==> src/hw/awd_pkg.sv <==
// Purpose: Shared constants for the acceleration sensor configuration and wake block
// Assumes: 50 MHz system clock, 8-bit register port
// Notes:   Register offsets are byte addresses on the register port
package awd_pkg;

	// Clock
	localparam int unsigned CLK_HZ          = 50_000_000;
	localparam int unsigned CLK_PERIOD_NS   = 20;

	// Register map
	localparam logic [7:0] ADDR_X_LOW       = 8'h06;
	localparam logic [7:0] ADDR_X_HIGH      = 8'h07;
	localparam logic [7:0] ADDR_Y_LOW       = 8'h08;
	localparam logic [7:0] ADDR_Y_HIGH      = 8'h09;
	localparam logic [7:0] ADDR_Z_LOW       = 8'h0A;
	localparam logic [7:0] ADDR_Z_HIGH      = 8'h0B;
	localparam logic [7:0] ADDR_STATUS      = 8'h15;
	localparam logic [7:0] ADDR_INT_RELEASE = 8'h17;
	localparam logic [7:0] ADDR_MAIN_CTRL   = 8'h18;
	localparam logic [7:0] ADDR_MOTION_RATE = 8'h1A;
	localparam logic [7:0] ADDR_OUT_RATE    = 8'h1B;
	localparam logic [7:0] ADDR_PIN_CFG     = 8'h1C;
	localparam logic [7:0] ADDR_AXIS_MASK   = 8'h1D;
	localparam logic [7:0] ADDR_PERSIST     = 8'h23;
	localparam logic [7:0] ADDR_THRESHOLD   = 8'h30;

	// Reset values
	localparam logic [7:0] RST_MAIN_CTRL    = 8'h00;
	localparam logic [7:0] RST_MOTION_RATE  = 8'h00;
	localparam logic [7:0] RST_OUT_RATE     = 8'h02;
	localparam logic [7:0] RST_PIN_CFG      = 8'h00;
	localparam logic [7:0] RST_AXIS_MASK    = 8'h00;
	localparam logic [7:0] RST_PERSIST      = 8'h00;
	localparam logic [7:0] RST_THRESHOLD    = 8'h00;

	// Main control fields
	localparam int unsigned MC_RUN_BIT      = 7;
	localparam int unsigned MC_RES_BIT      = 6;
	localparam int unsigned MC_DRDY_BIT     = 5;
	localparam int unsigned MC_RANGE_HI     = 4;
	localparam int unsigned MC_RANGE_LO     = 3;
	localparam int unsigned MC_WAKE_BIT     = 1;

	// Pin configuration fields
	localparam int unsigned PC_PULSE_BIT    = 3;
	localparam int unsigned PC_POL_BIT      = 4;
	localparam int unsigned PC_EN_BIT       = 5;

	// Status fields
	localparam int unsigned ST_INT_BIT      = 4;

	// Rate codes
	localparam logic [7:0] OUT_RATE_50HZ    = 8'h02;
	localparam logic [2:0] WAKE_RATE_50HZ   = 3'h6;
	localparam int unsigned RATE_50_HZ      = 50;

	// Threshold scaling: 16 counts per g, sample full scale 2g at 16 bit
	localparam int unsigned THR_SHIFT       = 10;

	// Pulse width on the interrupt pin, between 30 us and 50 us
	localparam int unsigned PULSE_NS        = 40_000;
	localparam int unsigned PULSE_CYCLES    = PULSE_NS / CLK_PERIOD_NS;

	// Sample period at 50 Hz
	localparam int unsigned RATE_50_CYCLES  = CLK_HZ / RATE_50_HZ;

endpackage : awd_pkg

==> src/hw/awd_core.sv <==
// Purpose: Register set, sample capture, data-ready and motion wake detection with interrupt pin
// Assumes: Raw axis samples come from converter logic on clk_sys; register port strobes are one cycle
// Notes:   Read data is registered and appears one cycle after the read strobe
module awd_core
	import awd_pkg::*;
#(
	parameter int unsigned OUT_PERIOD  = RATE_50_CYCLES,
	parameter int unsigned WAKE_PERIOD = RATE_50_CYCLES
)(
	// Clock and reset
	input  wire logic        clk_sys,
	input  wire logic        rst_n,
	// Register port
	input  wire logic [7:0]  reg_addr,
	input  wire logic [7:0]  reg_wdata,
	input  wire logic        reg_wr,
	input  wire logic        reg_rd,
	output logic      [7:0]  reg_rdata,
	// Converter samples
	input  wire logic [15:0] raw_x,
	input  wire logic [15:0] raw_y,
	input  wire logic [15:0] raw_z,
	// Interrupt pin and state
	output logic             first_interrupt_pin,
	output logic             run_active
);

	logic [7:0]  main_control_reg_q;
	logic [7:0]  motion_rate_reg_q;
	logic [7:0]  output_rate_reg_q;
	logic [7:0]  interrupt_pin_config_reg_q;
	logic [7:0]  motion_axis_mask_reg_q;
	logic [7:0]  motion_persist_count_q;
	logic [7:0]  motion_threshold_reg_q;
	logic [15:0] axis_q [3];
	logic [15:0] wake_prev_q [3];
	logic [31:0] out_cnt_q;
	logic [31:0] wake_cnt_q;
	logic        drdy_flag_q;
	logic        wake_flag_q;
	logic [7:0]  persist_q;
	logic [15:0] pulse_cnt_q;
	logic        pin_q;
	logic [7:0]  rdata_q;

	// Control decode
	wire         run_bit      = main_control_reg_q[MC_RUN_BIT];
	wire         full_res     = main_control_reg_q[MC_RES_BIT];
	wire         drdy_en      = main_control_reg_q[MC_DRDY_BIT];
	wire [1:0]   range_sel    = main_control_reg_q[MC_RANGE_HI:MC_RANGE_LO];
	wire         wake_en      = main_control_reg_q[MC_WAKE_BIT];
	wire         pulse_mode   = interrupt_pin_config_reg_q[PC_PULSE_BIT];
	wire         pin_high     = interrupt_pin_config_reg_q[PC_POL_BIT];
	wire         pin_en       = interrupt_pin_config_reg_q[PC_EN_BIT];
	wire [15:0]  raw [3];
	assign raw[0] = raw_x;
	assign raw[1] = raw_y;
	assign raw[2] = raw_z;

	// Rate ticks; periods come from OUT_PERIOD and WAKE_PERIOD whatever rate code is written
	wire         out_tick     = run_bit && (out_cnt_q == OUT_PERIOD - 1);
	wire         wake_tick    = run_bit && wake_en && (wake_cnt_q == WAKE_PERIOD - 1);

	// Register port decode
	wire         wr_main      = reg_wr && (reg_addr == ADDR_MAIN_CTRL);
	wire         wr_mrate     = reg_wr && (reg_addr == ADDR_MOTION_RATE);
	wire         wr_orate     = reg_wr && (reg_addr == ADDR_OUT_RATE);
	wire         wr_pcfg      = reg_wr && (reg_addr == ADDR_PIN_CFG);
	wire         wr_mask      = reg_wr && (reg_addr == ADDR_AXIS_MASK);
	wire         wr_pers      = reg_wr && (reg_addr == ADDR_PERSIST);
	wire         wr_thr       = reg_wr && (reg_addr == ADDR_THRESHOLD);
	wire         release_rd   = reg_rd && (reg_addr == ADDR_INT_RELEASE);

	// Threshold in sample counts: 16 counts/g scaled to the selected range
	wire [4:0]   thr_shift    = 5'(THR_SHIFT) - 5'(range_sel);
	// Wide enough for the largest code at the finest scale, so no level wraps to zero
	wire [17:0]  thr_counts   = 18'(({10'h000, motion_threshold_reg_q} << thr_shift));

	// Per-axis motion against the previous wake sample
	logic [5:0]  dir_hit;
	genvar g;
	generate
		for (g = 0; g < 3; g++)
		begin : g_axis
			wire signed [16:0] diff = 17'($signed(raw[g])) - 17'($signed(wake_prev_q[g]));
			wire               pos  = diff > $signed({1'b0, thr_counts});
			wire               neg  = diff < -$signed({1'b0, thr_counts});
			assign dir_hit[5 - 2 * g] = neg && motion_axis_mask_reg_q[5 - 2 * g];
			assign dir_hit[4 - 2 * g] = pos && motion_axis_mask_reg_q[4 - 2 * g];
		end
	endgenerate
	wire         motion       = |dir_hit;
	wire [7:0]   persist_inc  = persist_q + 8'h01;
	wire         wake_event   = wake_tick && motion && (persist_inc >= motion_persist_count_q);
	wire         drdy_event   = out_tick && drdy_en;
	wire         any_event    = drdy_event || wake_event;
	wire         int_state    = drdy_flag_q || wake_flag_q;

	// Readback selection; low bytes read zero in 8-bit resolution
	wire [7:0]   low_mask     = full_res ? 8'hFF : 8'h00;
	wire [7:0]   status_val   = 8'(int_state) << ST_INT_BIT;
	logic [7:0]  rd_sel;
	always_comb
	begin
		case (reg_addr)
			ADDR_X_LOW:       rd_sel = axis_q[0][7:0] & low_mask;
			ADDR_X_HIGH:      rd_sel = axis_q[0][15:8];
			ADDR_Y_LOW:       rd_sel = axis_q[1][7:0] & low_mask;
			ADDR_Y_HIGH:      rd_sel = axis_q[1][15:8];
			ADDR_Z_LOW:       rd_sel = axis_q[2][7:0] & low_mask;
			ADDR_Z_HIGH:      rd_sel = axis_q[2][15:8];
			ADDR_STATUS:      rd_sel = status_val;
			ADDR_MAIN_CTRL:   rd_sel = main_control_reg_q;
			ADDR_MOTION_RATE: rd_sel = motion_rate_reg_q;
			ADDR_OUT_RATE:    rd_sel = output_rate_reg_q;
			ADDR_PIN_CFG:     rd_sel = interrupt_pin_config_reg_q;
			ADDR_AXIS_MASK:   rd_sel = motion_axis_mask_reg_q;
			ADDR_PERSIST:     rd_sel = motion_persist_count_q;
			ADDR_THRESHOLD:   rd_sel = motion_threshold_reg_q;
			default:          rd_sel = 8'h00;
		endcase
	end

	// Configuration registers
	always_ff @(posedge clk_sys or negedge rst_n)
	begin
		if (!rst_n)
		begin
			main_control_reg_q         <= RST_MAIN_CTRL;
			motion_rate_reg_q          <= RST_MOTION_RATE;
			output_rate_reg_q          <= RST_OUT_RATE;
			interrupt_pin_config_reg_q <= RST_PIN_CFG;
			motion_axis_mask_reg_q     <= RST_AXIS_MASK;
			motion_persist_count_q     <= RST_PERSIST;
			motion_threshold_reg_q     <= RST_THRESHOLD;
		end
		else
		begin
			if (wr_main)  main_control_reg_q         <= reg_wdata;
			if (wr_mrate) motion_rate_reg_q          <= reg_wdata;
			if (wr_orate) output_rate_reg_q          <= reg_wdata;
			if (wr_pcfg)  interrupt_pin_config_reg_q <= reg_wdata;
			if (wr_mask)  motion_axis_mask_reg_q     <= reg_wdata;
			if (wr_pers)  motion_persist_count_q     <= reg_wdata;
			if (wr_thr)   motion_threshold_reg_q     <= reg_wdata;
		end
	end

	// Rate counters run only while operating
	always_ff @(posedge clk_sys or negedge rst_n)
	begin
		if (!rst_n)
		begin
			out_cnt_q  <= '0;
			wake_cnt_q <= '0;
		end
		else
		begin
			out_cnt_q  <= (!run_bit || out_tick) ? '0 : out_cnt_q + 32'h1;
			wake_cnt_q <= (!run_bit || !wake_en || wake_tick) ? '0 : wake_cnt_q + 32'h1;
		end
	end

	// Sample capture
	always_ff @(posedge clk_sys or negedge rst_n)
	begin
		if (!rst_n)
		begin
			for (int i = 0; i < 3; i++)
			begin
				axis_q[i]      <= '0;
				wake_prev_q[i] <= '0;
			end
		end
		else
		begin
			for (int i = 0; i < 3; i++)
			begin
				if (out_tick)
					axis_q[i] <= raw[i];
				if (wake_tick)
					wake_prev_q[i] <= raw[i];
			end
		end
	end

	// Event flags; a new event beats a release read in the same cycle
	always_ff @(posedge clk_sys or negedge rst_n)
	begin
		if (!rst_n)
		begin
			drdy_flag_q <= 1'b0;
			wake_flag_q <= 1'b0;
			persist_q   <= '0;
		end
		else
		begin
			drdy_flag_q <= drdy_event || (drdy_flag_q && !release_rd);
			wake_flag_q <= wake_event || (wake_flag_q && !release_rd);
			if (!wake_en || !run_bit)
				persist_q <= '0;
			else if (wake_tick)
				persist_q <= motion ? persist_inc : 8'h00;
		end
	end

	// Interrupt pin: latched level or self-clearing pulse
	always_ff @(posedge clk_sys or negedge rst_n)
	begin
		if (!rst_n)
		begin
			pulse_cnt_q <= '0;
			pin_q       <= 1'b0;
			rdata_q     <= 8'h00;
		end
		else
		begin
			if (any_event && pulse_mode)
				pulse_cnt_q <= 16'(PULSE_CYCLES);
			else if (pulse_cnt_q != '0)
				pulse_cnt_q <= pulse_cnt_q - 16'h1;
			pin_q   <= pin_en && (pulse_mode ? (any_event || pulse_cnt_q > 16'h1)
				: (any_event || (int_state && !release_rd)));
			if (reg_rd)
				rdata_q <= rd_sel;
		end
	end

	assign first_interrupt_pin = pin_high ? pin_q : !pin_q;
	assign reg_rdata           = rdata_q;
	assign run_active          = run_bit;

endmodule // awd_core

==> config.mk <==
export PLATFORM = sky130hd
export DESIGN_NAME = awd_core
export DESIGN_NICKNAME = d
export VERILOG_FILES = /design/src/hw/awd_pkg.sv /design/src/hw/awd_core.sv
export SDC_FILE = /design/constraint.sdc
export NUM_CORES = 1
export LEC_CHECK = 0
export ABC_AREA = 1
export BUFFER_PORTS_ARGS = -buffer_cell sky130_fd_sc_hd__buf_2
export CAP_MARGIN = 20
export CORE_MARGIN = 5
export CORE_UTILIZATION = 50
export CTS_BUF_LIST = sky130_fd_sc_hd__clkbuf_4 sky130_fd_sc_hd__clkbuf_8
export DETAILED_ROUTE_END_ITERATION = 6
export MAX_ROUTING_LAYER = met4
export PLACE_DENSITY = 0.67
export SYNTH_ARGS = -nofsm -noshare
export SYNTH_HDL_FRONTEND = slang
export SYNTH_SLANG_ARGS = --single-unit
==> constraint.sdc <==
create_clock -name clk_sys -period 4.9 [get_ports clk_sys]
set_clock_uncertainty 0.1 [all_clocks]
set_input_delay 1.225 -clock clk_sys [delete_from_list [all_inputs] [get_ports clk_sys]]
set_output_delay 1.225 -clock clk_sys [all_outputs]
set_load 0.02 [all_outputs]
Yosys cells after proc, flatten, opt, wreduce, memory -nomap -nowiden
Index checks and enable logic that the tools add are counted.
{"block": "word_totals", "output_inout_bits": 10, "input_bits": 68, "reg_bits": 251}
{"block": "op_classes", "magnitude_cmp": 8, "eq_ne": 17, "addsub": 9, "shift": 1, "muxes": 11, "n_reduce_logical": 42, "n_bitwise": 3}
{"operator": "$pmux 8 s14", "n": 1}
{"operator": "$add 32x1->32 const B", "n": 2}
{"operator": "$eq 32x20->1 const B", "n": 2}
{"operator": "$mux 32", "n": 2}
{"operator": "$gt 17x19->1", "n": 3}
{"operator": "$lt 17x19->1", "n": 3}
{"operator": "$eq 8x5->1 const B", "n": 7}
{"operator": "$sub 16x16->17", "n": 3}
{"operator": "$eq 8x4->1 const B", "n": 4}
{"operator": "$mux 16", "n": 2}
{"operator": "$mux 8", "n": 4}
{"operator": "$logic_and 1x1->1", "n": 25}
{"operator": "$and 8x8->8", "n": 3}
{"operator": "$neg 18->19", "n": 1}
{"operator": "$shl 8x5->18", "n": 1}
{"operator": "$eq 8x3->1 const B", "n": 2}
{"operator": "$eq 8x6->1 const B", "n": 2}
{"operator": "$gt 16x1->1 const B", "n": 1}
{"operator": "$reduce_bool 16->1", "n": 1}
{"operator": "$sub 16x1->16 const B", "n": 1}
{"operator": "$logic_or 1x1->1", "n": 9}
{"operator": "$add 8x1->8 const B", "n": 1}
{"operator": "$ge 8x8->1", "n": 1}
{"operator": "$reduce_or 6->1", "n": 1}
{"operator": "other kinds (4)", "n": 9}

Depth between registers and ports, before layout
{"block": "depth", "ltp_word": 12, "ltp_mapped": 33}

Worst setup path after synthesis
Ideal clock, no wire load.
{"block": "synth_path", "path_kind": "input -> register", "startpoint": "input raw_y[0]", "endpoint": "register pulse_cnt_q[0]", "arrival_ns": 4.717, "cell_stages": 27, "path_buffers": 1, "slack_ns": 0.007, "path_cell_list": "inv_1 > ha_1 > fa_1 > inv_1 > a31oi_1 > o21ai_0 > inv_1 > nor2_1 > inv_1 > o21bai_1 > nand3_1 > nand2_1 > xor2_1 > ha_1 > a21oi_1 > o21ai_0 > a21oi_1 > nand3_1 > or2_2 > nand3_1 > nand2_1 > nor2_1 > nand3_4 > nand3_4 > nand2_4 > buf_6 > a21oi_2"}
{"block": "synth_via", "elab_chain_len": 9, "word_cells_on_any_way": 12}
{"item": "start: declaration", "line_no": "awd_core.sv:21", "rtl": "input wire logic [15:0] raw_y,"}
{"item": "$sub 16x16->17 (*)", "line_no": "awd_core.sv:85", "rtl": "wire signed [16:0] diff = 17'($signed(raw[g])) - 17'($signed(wake_prev_q[g]));"}
{"item": "$gt 17x19->1 or $lt 17x19->1 (tied branches)", "line_no": "awd_core.sv:86, awd_core.sv:87"}
{"item": "$logic_and 1x1->1, on equally long branches", "line_no": "awd_core.sv:89, awd_core.sv:88"}
{"item": "$reduce_or 6->1 (*)", "line_no": "awd_core.sv:92", "rtl": "wire motion = |dir_hit;"}
{"item": "$logic_and 1x1->1 (*) (2 in series)", "line_no": "awd_core.sv:94", "rtl": "wire wake_event = wake_tick && motion && (persist_inc >= motion_persist_count_q);"}
{"item": "$logic_or 1x1->1 (*)", "line_no": "awd_core.sv:96", "rtl": "wire any_event = drdy_event || wake_event;"}
{"item": "$logic_and 1x1->1 (*)", "line_no": "awd_core.sv:218", "rtl": "if (any_event && pulse_mode)"}
{"item": "$mux 16 or $reduce_bool 2->1 (tied branches)"}
{"item": "end signal: assignment", "line_no": "awd_core.sv:219", "rtl": "pulse_cnt_q <= 16'(PULSE_CYCLES);"}
{"item": "end signal: assignment", "line_no": "awd_core.sv:221", "rtl": "pulse_cnt_q <= pulse_cnt_q - 16'h1;"}
{"item": "end: declaration", "line_no": "awd_core.sv:42", "rtl": "logic [15:0] pulse_cnt_q;"}
Mark *: on every way between the ends. The rest lies on a longest branch, timed or not.
A chain may end at the register's enable or synchronous reset.

Final worst setup path
{"block": "layout_path", "startpoint": "input raw_y[0]", "endpoint": "register pulse_cnt_q[12]"}
The elaborated chain is that of the path after synthesis.

==> flow_summary.ini <==
[status]
status = finished clean

[logic_synthesis]
post-synth-top-count-cell = nand2_1
yosysTopAreaCell = dfrtp_1
ys_ff_latch = 251
ys_types = 63
synthTopCellsByCount = 527 x nand2_1, 323 x inv_1, 250 x dfrtp_1
syn_area_per_cell_um2 = 7.604
synth_top_cell_area_share_pct = 36.32
ys.flop_type = dfrtp_1
synthCells = 2265
synth-seq-area-share_pct = 36.48
synth_edf_count = 0
async_flop_share_pct = 100.0
ys_warn_count = 0
syn-cell-area_um2 = 17220
synthTopCellsByArea = dfrtp_1 36%, ha_1 12%, nand2_1 11%, inv_1 7.0%, o21ai_0 5.6%

[pwr]
p_per_area_nw_per_um2 = 249.0
peakVddDrop_mv = 0.2165
p_leak_nw = 10.15

[critical_path]
timing.critical_path.mode_cell = buf_4
worstReg2RegStart = main_control_reg_q[4]
rr_worst_depth = 29
critPathMaxFanout = 5
crit_required_ns = 5.26
critPathMaxStageDelay_ns = 0.39
critPathKind = input pin to flop
r2r_slack_ns = 0.31
r2r-end = pulse_cnt_q[12]
crit_arrival_ns = 5.22
critPathLaunchType = input pin
crit_end = pulse_cnt_q[12]
startpoint = raw_y[0]
end_kind = flop
slowest_stage = fa_2

[job]
maxCapViolCount = 0

[cts]
cts_hold_repair.buffers = 0
cts_tree = yes
clk-insertion-delay-late_ns = 0.60
clkTransAtPathRegs_ns = 0.06
cts_buffer_depth = 3
cts_sinks = 251
cts_max_level = 2
clockRootBuffer = clkbuf_8
cts_buffers = 46

[timing]
setup_viol = 0
rsz0062_at_grt = yes
post-route-period-util_pct = 99.21
slew_violations = 0
slew_headroom_pct = 35.23
fin_tns_setup_ns = 0
hold_viol = 0
fmax_mhz = 205.7
tightest_slew_ns = 0.9691
period_needed_ns = 4.861

[die]
io_pins = 78
fp.dieW_um = 195.6
core_area_um2 = 34290
die-area_um2 = 38260
row_count = 68
initial_core_util_pct = 50.23
fp.dieH_um = 195.6

[routing]
dr_total_vias = 16310
dr.pass1.iters = 6
ant_nets = 0
wirelength_mm = 50.94
wl_per_cell_um = 16.82
drt_drc_violations_left = 0
vias_per_cell = 5.385
drt-initial-drc-count = 1095

[grt]
grt.total_usage_pct = 26.86
grt_max_degree = 89
grt_pass1_vias = 15680
grt_pass1_wl_mm = 80.79
antenna_found_initial = 2
grt_overflow = 0

[placement]
dp.cells = 2939
gp_congestion = 0.9648
port-buffer-count = 77
dpl.hpwl_mm = 39.23

[final_layout]
final_cells = 3028
nFillCells = 3091
final_nets = 2775
area_growth_pct = 20.16
layout-drive-gt1-share_pct = 16.73

[worst_hold_path]
min_path_type = flop to flop
==> cells by family (layout without fill, tap and decap cells) <==
| logic type | Yosys count | count (layout) | synth area share, % |
|---|---|---|---|
| and+or+nand+nor | 971 | 972 | 24.87 |
| AOI/OAI and AO/OA | 426 | 426 | 14.08 |
| buffers and inverters | 370 | 663 | 8.187 |
| DFF | 251 | 251 | 36.48 |
| adders and majority gates | 168 | 168 | 12.34 |
| xor gates and xnor gates | 74 | 74 | 3.763 |
| muxes | 4 | 4 | 0.2615 |
| other | 1 | 15 | 0.02177 |
==> metrics by stage <==
stage	utilization [%]	power (mW)	hold WS [ns]	instance area, um^2	setup slack (ns)
after floorplan	-	2.637	0.3322	17270	0.006852
final	60.36	5.154	0.3580	20690	0.03860
after CTS	59.44	5.159	0.3618	20380	0.03879
after detailed placement	56.54	3.018	0.3540	19380	-0.6930
after global routing	60.36	5.420	0.3748	20690	-0.1369
after global placement	56.54	2.994	0.3458	19380	-0.6287
==> flip-flops by register name (all words and copies together), names as in the netlist <==
register / flops
wake_prev_q: 48
persist_q: 8
reg_rdata: 8
drdy_flag_q: 1
motion_persist_count_q: 8
interrupt_pin_config_reg_q: 8
out_cnt_q: 32
motion_threshold_reg_q: 8
pin_q: 1
pulse_cnt_q: 16
wake_cnt_q: 32
motion_axis_mask_reg_q: 8
main_control_reg_q: 8
wake_flag_q: 1
output_rate_reg_q: 8
motion_rate_reg_q: 8
axis_q: 48
==> what timing repair did <==
action,4_1_cts,5_1_grt
resized for setup,4,52
buffers inserted,0,6
pin swaps,1,38
endpoints found under the setup margin,6,26
gates cloned,1,0
==> worst min path at each step <==
stage | startpoint | end | slack [ns] | cells after the start
after floorplan | wake_cnt_q[0] | wake_cnt_q[0] | 0.33 | 1
after global placement | out_cnt_q[0] | out_cnt_q[0] | 0.35 | 1
after detailed placement | out_cnt_q[0] | out_cnt_q[0] | 0.35 | 1
after CTS | out_cnt_q[0] | out_cnt_q[0] | 0.36 | 1
after global routing | wake_cnt_q[0] | wake_cnt_q[0] | 0.37 | 1
final | out_cnt_q[0] | out_cnt_q[0] | 0.36 | 1
==> cells in the final DEF, fill, tap and decap left out, types with 8 or more instances in the layout <==
cell type / Yosys / routed
o21a_1: 13 / 13
nor4_1: 29 / 29
clkbuf_8: 0 / 56
buf_2: 2 / 73
xor2_1: 48 / 44
inv_1: 323 / 319
clkbuf_4: 0 / 14
nand2_1: 527 / 523
nand3_1: 93 / 90
nor2_1: 155 / 153
xnor2_1: 26 / 26
nand4_1: 46 / 46
a21oi_1: 130 / 125
dfrtp_1: 250 / 250
nor3_2: 6 / 9
o2111ai_1: 9 / 9
a21oi_2: 10 / 15
o21ai_0: 194 / 188
nor3_1: 66 / 63
nor3b_1: 8 / 8
o21bai_1: 9 / 9
conb_1: 1 / 13
buf_4: 1 / 173
nand2_2: 14 / 17
o21ai_1: 4 / 8
ha_1: 165 / 158
==> worst max-delay path: cells and delay by family <==
family | cells | cell delay (ns)
AO/OA/AOI/OAI | 6 | 0.80
XOR/XNOR | 1 | 0.07
adder cells (fa/ha/maj) | 3 | 0.80
buffers and inverters | 11 | 1.18
AND/OR/NAND/NOR | 11 | 1.12
==> where the power goes <==
group          switching, mW  total [mW]  internal, mW
combinational          0.538       0.908         0.370
sequential            0.0264        2.12          2.10
clock                  0.926        2.12          1.19
==> layer usage <==
metal / track usage, % / share of wire (%) / wire [um]
met1: 35.47 / 44 / 22640
met2: 41.35 / 45 / 23140
met3: 5.021 / 6.2 / 3178
met4: 10.14 / 3.9 / 1985
met5: - / 0 / 0
==> layout make-up <==
type                            instances  area, um^2  area share [%]
Antenna cell                            2       5.005         0.02418
Clock inverter                         10       93.84          0.4534
Inverter                              328        1237           5.979
Tap cell                              455       569.3           2.751
Clock buffer                           70       875.8           4.232
Sequential cell                       251        6282           30.36
Multi-Input combinational cell       1657        9836           47.53
Timing Repair Buffer                  255        1795           8.676
Power figures use the tool's default switching activity.
